<file path="config.mk">
export PLATFORM = sky130hd
export DESIGN_NAME = sync_serial_rx_tx_sleep
export DESIGN_NICKNAME = d
export VERILOG_FILES = /design/src/include/sync_serial_pkg.sv /design/src/core/sync_serial_rx_tx_sleep.sv
export SDC_FILE = /design/constraint.sdc
export NUM_CORES = 1
export LEC_CHECK = 0
export BUFFER_PORTS_ARGS = -buffer_cell sky130_fd_sc_hd__buf_2
export CORE_UTILIZATION = 52
export DETAILED_ROUTE_END_ITERATION = 8
export HOLD_SLACK_MARGIN = 0.15
export PLACE_DENSITY = 0.92
export SLEW_MARGIN = 30
export SYNTH_ARGS = -nofsm -noshare
export SYNTH_HDL_FRONTEND = slang
export SYNTH_SLANG_ARGS = --single-unit
export TNS_END_PERCENT = 50
</file>
<file path="constraint.sdc">
create_clock -name aclk -period 3.7 [get_ports aclk]
set_input_delay 0.74 -clock aclk [delete_from_list [all_inputs] [get_ports aclk]]
set_output_delay 0.74 -clock aclk [all_outputs]
set_load 0.05 [all_outputs]
</file>
<file path="src/include/sync_serial_pkg.sv">
// Constants, register map and types shared by the synchronous serial unit
package sync_serial_pkg;

  // ==========================================================================
  // Register byte offsets
  localparam logic [7:0] OFF_CTRL      = 8'h00;
  localparam logic [7:0] OFF_STATUS    = 8'h04;
  localparam logic [7:0] OFF_RX_DATA   = 8'h08;
  localparam logic [7:0] OFF_TX_DATA   = 8'h0c;
  localparam logic [7:0] OFF_IRQ_STAT  = 8'h10;
  localparam logic [7:0] OFF_IRQ_MASK  = 8'h14;

  // ==========================================================================
  // Control register fields
  localparam int         CTRL_W        = 6;
  localparam int         BIT_PORT_EN   = 0;
  localparam int         BIT_RX_EN     = 1;
  localparam int         BIT_NINTH_EN  = 2;
  localparam int         BIT_SLAVE     = 3;
  localparam int         BIT_SLEEP     = 4;
  localparam int         BIT_TX_NINTH  = 5;
  localparam logic [5:0] CTRL_RESET    = 6'h00;

  // ==========================================================================
  // Status register fields
  localparam int         ST_RX_FLAG    = 0;
  localparam int         ST_TX_FLAG    = 1;
  localparam int         ST_OVERRUN    = 2;
  localparam int         ST_RX_NINTH   = 3;
  localparam int         ST_TSR_EMPTY  = 4;
  localparam int         ST_FIFO_LVL   = 5;

  // ==========================================================================
  // Interrupt status and mask fields
  localparam int         EV_W          = 3;
  localparam int         EV_RX         = 0;
  localparam int         EV_TX         = 1;
  localparam int         EV_OVR        = 2;
  localparam logic [2:0] MASK_RESET    = 3'h0;

  // ==========================================================================
  // Character and buffer sizes
  localparam int         BYTE_W        = 8;
  localparam int         CHAR_W        = 9;
  localparam logic [3:0] LEN_SHORT     = 4'h8;
  localparam logic [3:0] LEN_LONG      = 4'h9;
  localparam logic [1:0] FIFO_FULL     = 2'h2;
  localparam logic       TX_FLAG_RESET = 1'b1;

  // ==========================================================================
  // Bus answers and handshake states
  localparam logic [1:0] RESP_OKAY     = 2'h0;
  localparam logic [1:0] RESP_SLVERR   = 2'h2;

  typedef enum logic [2:0] {
    AX_IDLE = 3'b001,
    AX_BRSP = 3'b010,
    AX_RRSP = 3'b100
  } bus_state_t;

endpackage

</file>
<file path="src/core/sync_serial_rx_tx_sleep.sv">
// Synchronous slave serial transceiver with receive FIFO and AXI4-Lite registers
//
// Added by the designer: the register offsets and register access over AXI4-Lite.
`timescale 1ns/100ps
// Function
// - Setting the ninth-bit enable makes characters nine bits long instead of eight.
// - Characters are received only while continuous receive enable is set.
// - A completed character sets the receive flag and, if enabled, an interrupt.
// - In nine-bit mode the top received bit shows in the received-ninth-bit field.
// - Reading the receive data register returns the low byte of the oldest character.
// - Overrun clears when receive enable or port enable drops; port enable resets the unit.
// - Only synchronous slave mode keeps shifting; clock-dependent modes stop.
// - In slave mode the outside party supplies the clock that runs both shift registers.
// - Reading receive data unloads a character and the flag drops once the FIFO is empty.
// - In slave reception the master drives data and clock and data is sampled by that clock.
// - A word clocked in sets the receive flag, which wakes the processor from sleep; here wake also needs the receive interrupt unmasked.
// - In slave transmission the device takes the pin clock and drives the data pin.
// - Writes into an empty transmitter fill the shift register then the buffer.
// - When the shift register empties the buffered byte moves in and the transmit flag sets.
// - A transmit data write clears the transmit flag only while the buffer is empty; a write into a full buffer is ignored.
module sync_serial_rx_tx_sleep
  import sync_serial_pkg::*;
(
  input  wire logic        aclk,
  input  wire logic        aresetn,
  input  wire logic        awvalid,
  output logic             awready,
  input  wire logic [31:0] awaddr,
  input  wire logic        wvalid,
  output logic             wready,
  input  wire logic [31:0] wdata,
  input  wire logic [3:0]  wstrb,
  output logic             bvalid,
  input  wire logic        bready,
  output logic [1:0]       bresp,
  input  wire logic        arvalid,
  output logic             arready,
  input  wire logic [31:0] araddr,
  output logic             rvalid,
  input  wire logic        rready,
  output logic [31:0]      rdata,
  output logic [1:0]       rresp,
  input  wire logic        serial_clock_pin,
  input  wire logic        serial_data_in,
  output logic             serial_data_out,
  output logic             serial_data_oe_n,
  output logic             irq,
  output logic             wake
);
  import sync_serial_pkg::*;

  // ==========================================================================
  // State record
  typedef struct packed {
    bus_state_t             bus;
    logic                   have_aw;
    logic [7:0]             aw_addr;
    logic                   have_w;
    logic [31:0]            w_data;
    logic                   w_lane0;
    logic [1:0]             bresp;
    logic [31:0]            rdata;
    logic [1:0]             rresp;
    logic [CTRL_W-1:0]      ctrl;
    logic [EV_W-1:0]        irq_stat;
    logic [EV_W-1:0]        irq_mask;
    logic [2:0]             ck_sync;
    logic                   ck_level;
    logic [2:0]             dt_sync;
    logic                   dt_level;
    logic [1:0][CHAR_W-1:0] fifo;
    logic                   rd_ptr;
    logic [1:0]             fifo_cnt;
    logic                   overrun;
    logic [CHAR_W-1:0]      rsr;
    logic [3:0]             rx_cnt;
    logic [CHAR_W-1:0]      tx_buf;
    logic                   buf_full;
    logic [CHAR_W-1:0]      transmit_shift_reg;
    logic                   tsr_full;
    logic [3:0]             tx_cnt;
    logic                   tx_flag;
    logic                   data_out;
  } state_t;

  state_t            q;
  state_t            n;
  logic              ck_stable;
  logic              ck_rise;
  logic              ck_fall;
  logic              shift_on;
  logic              rx_push;
  logic [CHAR_W-1:0] rx_char;
  logic              pop;
  logic              ovr;
  logic              tx_wr;
  logic [EV_W-1:0]   ev;
  logic [EV_W-1:0]   w1c;

  // Character length in shift clocks
  function automatic logic [3:0] char_len(input logic ninth);
    return ninth ? LEN_LONG : LEN_SHORT;
  endfunction

  // Read-back value of a register
  function automatic logic [31:0] reg_value(input state_t s, input logic [7:0] a);
    logic [31:0] v;
    v = 32'h0;
    case (a)
      OFF_CTRL:     v[CTRL_W-1:0] = s.ctrl;
      OFF_STATUS: begin
        v[ST_RX_FLAG]   = (s.fifo_cnt != 2'h0);
        v[ST_TX_FLAG]   = s.tx_flag;
        v[ST_OVERRUN]   = s.overrun;
        v[ST_RX_NINTH]  = s.fifo[s.rd_ptr][BYTE_W];
        v[ST_TSR_EMPTY] = !s.tsr_full;
        v[ST_FIFO_LVL+:2] = s.fifo_cnt;
      end
      OFF_RX_DATA:  v[BYTE_W-1:0] = (s.fifo_cnt != 2'h0) ? s.fifo[s.rd_ptr][BYTE_W-1:0] : 8'h00;
      OFF_IRQ_STAT: v[EV_W-1:0] = s.irq_stat;
      OFF_IRQ_MASK: v[EV_W-1:0] = s.irq_mask;
      default:      v = 32'h0;
    endcase
    return v;
  endfunction

  // Address decode
  function automatic logic mapped(input logic [7:0] a);
    return (a == OFF_CTRL) || (a == OFF_STATUS) || (a == OFF_RX_DATA) ||
           (a == OFF_TX_DATA) || (a == OFF_IRQ_STAT) || (a == OFF_IRQ_MASK);
  endfunction

  // ==========================================================================
  // Handshake outputs
  assign awready = (q.bus == AX_IDLE) && !q.have_aw;
  assign wready  = (q.bus == AX_IDLE) && !q.have_w;
  assign arready = (q.bus == AX_IDLE) && !q.have_aw && !q.have_w;
  assign bvalid  = (q.bus == AX_BRSP);
  assign rvalid  = (q.bus == AX_RRSP);
  assign bresp   = q.bresp;
  assign rdata   = q.rdata;
  assign rresp   = q.rresp;

  // Pin and interrupt outputs
  assign serial_data_out  = q.data_out;
  assign serial_data_oe_n = !(shift_on && !q.ctrl[BIT_RX_EN] && q.tsr_full);
  assign irq  = |(q.irq_stat & q.irq_mask);
  assign wake = q.ctrl[BIT_SLEEP] && irq;

  // ==========================================================================
  // Next-state logic
  always_comb begin
    n       = q;
    rx_push = 1'b0;
    rx_char = '0;
    pop     = 1'b0;
    ovr     = 1'b0;
    tx_wr   = 1'b0;
    ev      = '0;
    w1c     = '0;

    // Pin synchronisers, level accepted once stages two and three agree
    n.ck_sync = {q.ck_sync[1:0], serial_clock_pin};
    n.dt_sync = {q.dt_sync[1:0], serial_data_in};
    ck_stable = (q.ck_sync[1] == q.ck_sync[2]);
    ck_rise   = ck_stable && q.ck_sync[2] && !q.ck_level;
    ck_fall   = ck_stable && !q.ck_sync[2] && q.ck_level;
    if (ck_stable) begin
      n.ck_level = q.ck_sync[2];
    end
    if (q.dt_sync[1] == q.dt_sync[2]) begin
      n.dt_level = q.dt_sync[2];
    end

    // Only slave mode runs off the pin clock; no internal clock mode shifts
    shift_on = q.ctrl[BIT_PORT_EN] && q.ctrl[BIT_SLAVE];

    // Bus side: address and data taken in either order
    case (q.bus)
      AX_IDLE: begin
        if (awvalid && awready) begin
          n.have_aw = 1'b1;
          n.aw_addr = awaddr[7:0];
        end
        if (wvalid && wready) begin
          n.have_w  = 1'b1;
          n.w_data  = wdata;
          n.w_lane0 = wstrb[0];
        end
        if (q.have_aw && q.have_w) begin
          n.have_aw = 1'b0;
          n.have_w  = 1'b0;
          n.bus     = AX_BRSP;
          n.bresp   = (mapped(q.aw_addr) && (q.aw_addr[1:0] == 2'h0)) ? RESP_OKAY : RESP_SLVERR;
          if (q.w_lane0) begin
            case (q.aw_addr)
              OFF_CTRL:     n.ctrl     = q.w_data[CTRL_W-1:0];
              OFF_IRQ_STAT: w1c        = q.w_data[EV_W-1:0];
              OFF_IRQ_MASK: n.irq_mask = q.w_data[EV_W-1:0];
              OFF_TX_DATA:  tx_wr      = 1'b1;
              default:      n.bresp    = q.aw_addr[1:0] == 2'h0 && mapped(q.aw_addr) ?
                                         RESP_OKAY : RESP_SLVERR;
            endcase
          end
        end else if (arvalid && arready) begin
          n.bus   = AX_RRSP;
          n.rdata = reg_value(q, araddr[7:0]);
          n.rresp = mapped(araddr[7:0]) ? RESP_OKAY : RESP_SLVERR;
          pop     = (araddr[7:0] == OFF_RX_DATA) && (q.fifo_cnt != 2'h0);
        end
      end
      AX_BRSP: begin
        if (bready) begin
          n.bus = AX_IDLE;
        end
      end
      AX_RRSP: begin
        if (rready) begin
          n.bus = AX_IDLE;
        end
      end
      default: n.bus = AX_IDLE;
    endcase

    // Receive shifter, sampled at the falling pin clock, LSB first
    if (!q.ctrl[BIT_RX_EN]) begin
      n.rx_cnt  = 4'h0;
      n.overrun = 1'b0;
    end else if (shift_on && ck_fall && !q.overrun) begin
      n.rsr = {q.dt_level, q.rsr[CHAR_W-1:1]};
      if (q.rx_cnt == 4'(char_len(q.ctrl[BIT_NINTH_EN]) - 4'h1)) begin
        n.rx_cnt = 4'h0;
        rx_push  = 1'b1;
        rx_char  = q.ctrl[BIT_NINTH_EN] ? n.rsr : {1'b0, n.rsr[CHAR_W-1:1]};
      end else begin
        n.rx_cnt = 4'(q.rx_cnt + 4'h1);
      end
    end

    // Receive FIFO; a character into a full FIFO is dropped
    ovr = rx_push && (q.fifo_cnt == FIFO_FULL) && !pop;
    if (ovr) begin
      n.overrun   = 1'b1;
      ev[EV_OVR]  = 1'b1;
    end
    if (pop) begin
      n.rd_ptr = !q.rd_ptr;
    end
    if (rx_push && !ovr) begin
      n.fifo[q.rd_ptr ^ q.fifo_cnt[0]] = rx_char;
      ev[EV_RX] = 1'b1;
    end
    n.fifo_cnt = 2'(q.fifo_cnt + {1'b0, rx_push && !ovr} - {1'b0, pop});

    // Transmit shifter: drive at rising pin clock, advance after falling
    if (shift_on && q.tsr_full) begin
      if (ck_rise) begin
        n.data_out = q.transmit_shift_reg[0];
      end
      if (ck_fall) begin
        n.transmit_shift_reg = {1'b0, q.transmit_shift_reg[CHAR_W-1:1]};
        if (q.tx_cnt == 4'(char_len(q.ctrl[BIT_NINTH_EN]) - 4'h1)) begin
          n.tsr_full = 1'b0;
          n.tx_cnt   = 4'h0;
        end else begin
          n.tx_cnt = 4'(q.tx_cnt + 4'h1);
        end
      end
    end

    // Buffered byte moves into the empty shift register
    if (!q.tsr_full && q.buf_full) begin
      n.transmit_shift_reg      = q.tx_buf;
      n.tsr_full = 1'b1;
      n.buf_full = 1'b0;
      n.tx_flag  = 1'b1;
      ev[EV_TX]  = 1'b1;
    end

    // Transmit data write, ignored while the buffer is still occupied
    if (tx_wr && !q.buf_full) begin
      n.tx_buf   = {q.ctrl[BIT_TX_NINTH], q.w_data[BYTE_W-1:0]};
      n.buf_full = 1'b1;
      n.tx_flag  = 1'b0;
    end

    // Sticky events, a new event outranks a clear in the same cycle
    n.irq_stat = (q.irq_stat & ~w1c) | ev;

    // Port disabled: shifter counts, FIFO level, overrun and transmit state held in reset
    if (!q.ctrl[BIT_PORT_EN]) begin
      n.fifo_cnt = 2'h0;
      n.rd_ptr   = 1'b0;
      n.overrun  = 1'b0;
      n.rsr      = '0;
      n.rx_cnt   = 4'h0;
      n.buf_full = 1'b0;
      n.tsr_full = 1'b0;
      n.tx_cnt   = 4'h0;
      n.tx_flag  = TX_FLAG_RESET;
      n.data_out = 1'b0;
    end
  end

  // ==========================================================================
  // State register
  always_ff @(posedge aclk) begin
    if (!aresetn) begin
      q          <= '0;
      q.bus      <= AX_IDLE;
      q.ctrl     <= CTRL_RESET;
      q.irq_mask <= MASK_RESET;
      q.tx_flag  <= TX_FLAG_RESET;
    end else begin
      q <= n;
    end
  end
endmodule

</file>
==> impl_metrics.py <==
metrics = {
    "global_route": {
        "grt_pass1_wl_um": 17920,
        "track_usage_pct": 22.04,
        "overflow": 0,
        "grt_max_degree": 35,
        "grt_pass1_vias": 3966,
        "antenna_found_initial": 0,
    },
    "route": {
        "drtPass1Iterations": 5,
        "antenna_left": 0,
        "wl_um": 10790,
        "drc": 0,
        "dr.first_iter.drc_count": 348,
        "vias_per_cell": 5.697,
        "drt-wirelength-per-cell_um": 14.39,
        "num_vias": 4273,
    },
    "critical_path": {
        "critical_path_class": "register to register",
        "crit_fanout": 15,
        "cp-start-kind": "register",
        "end_kind": "register",
        "critPathLaunch": "q[77]$_SDFFE_PN0P_",
        "reg2reg_depth": 10,
        "reg2reg_setup_slack_ps": 830,
        "rr_startpoint": "q[77]$_SDFFE_PN0P_",
        "r2r_end": "q[41]$_SDFF_PN0_",
        "endpoint": "q[41]$_SDFF_PN0_",
        "required_ps": 3950,
        "cp.arrival_ps": 3110,
    },
    "placement": {
        "place_inst": 734,
        "gp_congestion": 0.8726,
        "dp_hpwl_um": 7896,
        "port_buffers": 52,
    },
    "logic_synthesis": {
        "synth.distinct_cells": 55,
        "yosys_warnings": 0,
        "synth_area_leader_cell": "dfxtp_1",
        "synth_flop_cell": "dfxtp_1",
        "synth_cells": 591,
        "syn_area_um2": 5100,
        "ys_seq_area_share_pct": 43.96,
        "syn_area_per_cell_um2": 8.629,
        "synth_top_area_share_pct": 43.96,
        "synth_area_leaders": "dfxtp_1, nand2_1, mux2i_1",
        "synth_edf_count": 0,
        "async_reset_ff_share_pct": 0,
        "ys_ff_latch": 112,
    },
    "final_layout": {
        "final_cell_mix": "dfxtp_1, nand2_1, a21oi_1, buf_2, nand3_1",
        "num_antenna_cells": 0,
        "drive_above_1_share_pct": 12.24,
        "fin_cells": 750,
        "mostFrequentLayoutCell": "dfxtp_1",
        "syn2layout_area_growth_pct": 6.673,
        "nNetsFinal": 731,
        "final_util_pct": 58.05,
    },
    "die": {
        "dieArea_um2": 10210,
        "ios": 154,
        "die_width_um": 101.0,
        "coreArea_um2": 9371,
        "rows": 35,
        "start_util_pct": 54.42,
        "die_y_um": 101.0,
    },
    "sta": {
        "worstMarginPinSlew_ps": 901.6,
        "min_period_ps": 2866,
        "rsz0062_at_grt": "no",
        "tns_ps": 0,
        "slew_violations": 0,
        "final_hold_viol_count": 0,
        "fmax_ghz": 0.3490,
        "setup_viol": 0,
        "clock_skew_ps": 13.83,
        "finalCritPeriodShare_pct": 77.45,
        "slew_headroom_pct": 39.67,
    },
    "job": {
        "drv_cap": 0,
    },
    "power_and_ir_drop": {
        "leakage_nw": 1.990,
        "vdd_ir_drop_max_uv": 343.6,
        "power_density_nw_per_um2": 484.1,
    },
    "cts": {
        "numCtsBuffers": 9,
        "clk_pin_slew_worst_paths_ps": 100,
        "cts_tree": "built",
        "cts.sinks": 112,
        "cts_hold_buf": 0,
        "cts_resized": 0,
        "post_cts_buffers": 0,
        "root_buffer": "clkbuf_8",
        "cts_max_path_buffers": 2,
        "cts_max_level": 3,
        "clock_latency_ps": 370,
    },
    "status": {
        "status": "finished clean",
    },
    "worst_hold_path": {
        "min_path_type": "register to register",
    },
}
## logic make-up (layout without fill, tap and decap cells)
family | Yosys count | count (layout) | share of synthesized area, %
xor+xnor | 6 | 6 | 1.030
buf+inv | 75 | 80 | 8.562
other cells | 1 | 26 | 0.07353
flops | 112 | 112 | 43.96
simple gates | 225 | 225 | 21.42
fa+ha+maj | 6 | 6 | 1.472
compound gates | 131 | 131 | 16.34
mux | 35 | 35 | 7.139
## final cells by class
| class | count | area, um2 |
|---|---|---|
| fill | 789 | 3931 |
| inverter | 8 | 30.03 |
| multi-input combinational | 429 | 2515 |
| clock buffer | 11 | 131.4 |
| timing repair buffer | 56 | 290.3 |
| sequential | 112 | 2242 |
| tap | 129 | 161.4 |
| clock inverter | 5 | 70.07 |
## through the flow
stage / hold slack (ps) / power (mW) / setup slack (ps) / cell area [um2]
after floorplan: 411.9 / 1.820 / 746.2 / 5194
after global placement: 419.6 / 1.883 / 569.3 / 5239
after detailed placement: 417.7 / 1.906 / 520.6 / 5239
after CTS: 443.0 / 2.640 / 866.0 / 5440
after global routing: 476.7 / 2.748 / 593.8 / 5440
final: 440.2 / 2.634 / 834.5 / 5440
## worst min path at each step
| stage | from | endpoint | slack [ps] | depth (start not counted) |
|---|---|---|---|---|
| after floorplan | n[63]$_SDFF_PN0_ | n[64]$_SDFF_PN0_ | 410 | 1 |
| after global placement | n[67]$_SDFF_PN0_ | n[68]$_SDFF_PN0_ | 420 | 1 |
| after detailed placement | n[63]$_SDFF_PN0_ | n[64]$_SDFF_PN0_ | 420 | 1 |
| after CTS | n[63]$_SDFF_PN0_ | n[64]$_SDFF_PN0_ | 440 | 1 |
| after global routing | n[63]$_SDFF_PN0_ | n[64]$_SDFF_PN0_ | 480 | 1 |
| final | n[63]$_SDFF_PN0_ | n[64]$_SDFF_PN0_ | 440 | 1 |
## cells in the mapped netlist (all sizes together) (3+ instances only)
| cell | instances |
|---|---|
| o21ai | 21 |
| o22ai | 3 |
| clkbuf | 20 |
| buf | 47 |
| a31oi | 5 |
| nand2 | 93 |
| dfxtp | 112 |
| o2bb2ai | 16 |
| nor4 | 4 |
| and2 | 11 |
| and3 | 3 |
| ha | 6 |
| a32o | 3 |
| or3 | 3 |
| nand2b | 5 |
| mux2i | 33 |
| nor3b | 5 |
| nand3 | 35 |
| xnor2 | 4 |
| a22oi | 12 |
| nor2 | 33 |
| o32ai | 4 |
| inv | 8 |
| a21oi | 52 |
| nor3 | 13 |
| nor2b | 4 |
## sequential cells by signal, summed over array words and instances (netlist names)
signal,count
rresp,1
serial_data_out,1
bresp,1
q,97
n,4
rdata,8
## report_power, final
group | switching [mW] | internal, mW
clock network | 0.421 | 0.329
registers | 0.0604 | 1.27
logic | 0.409 | 0.148
## metal layers
metal	track usage (%)	part of all wire (%)	vias to the layer above
met5	0	0	-
met4	6.912	1.7	0
met2	39.09	50	155
li1	-	-	2081
met1	26.51	43	2017
met3	4.854	5.3	20
## critical path, stage by stage (launching register included)
cell	delay, ps
dfxtp_1	800
nand4bb_1	260
o32a_1	300
nor2_1	360
nand2b_1	170
ha_1	300
inv_1	40
ha_1	170
xor2_1	150
xnor2_1	130
nor2_1	50
Note: power is estimated with default switching activity, not from simulation.
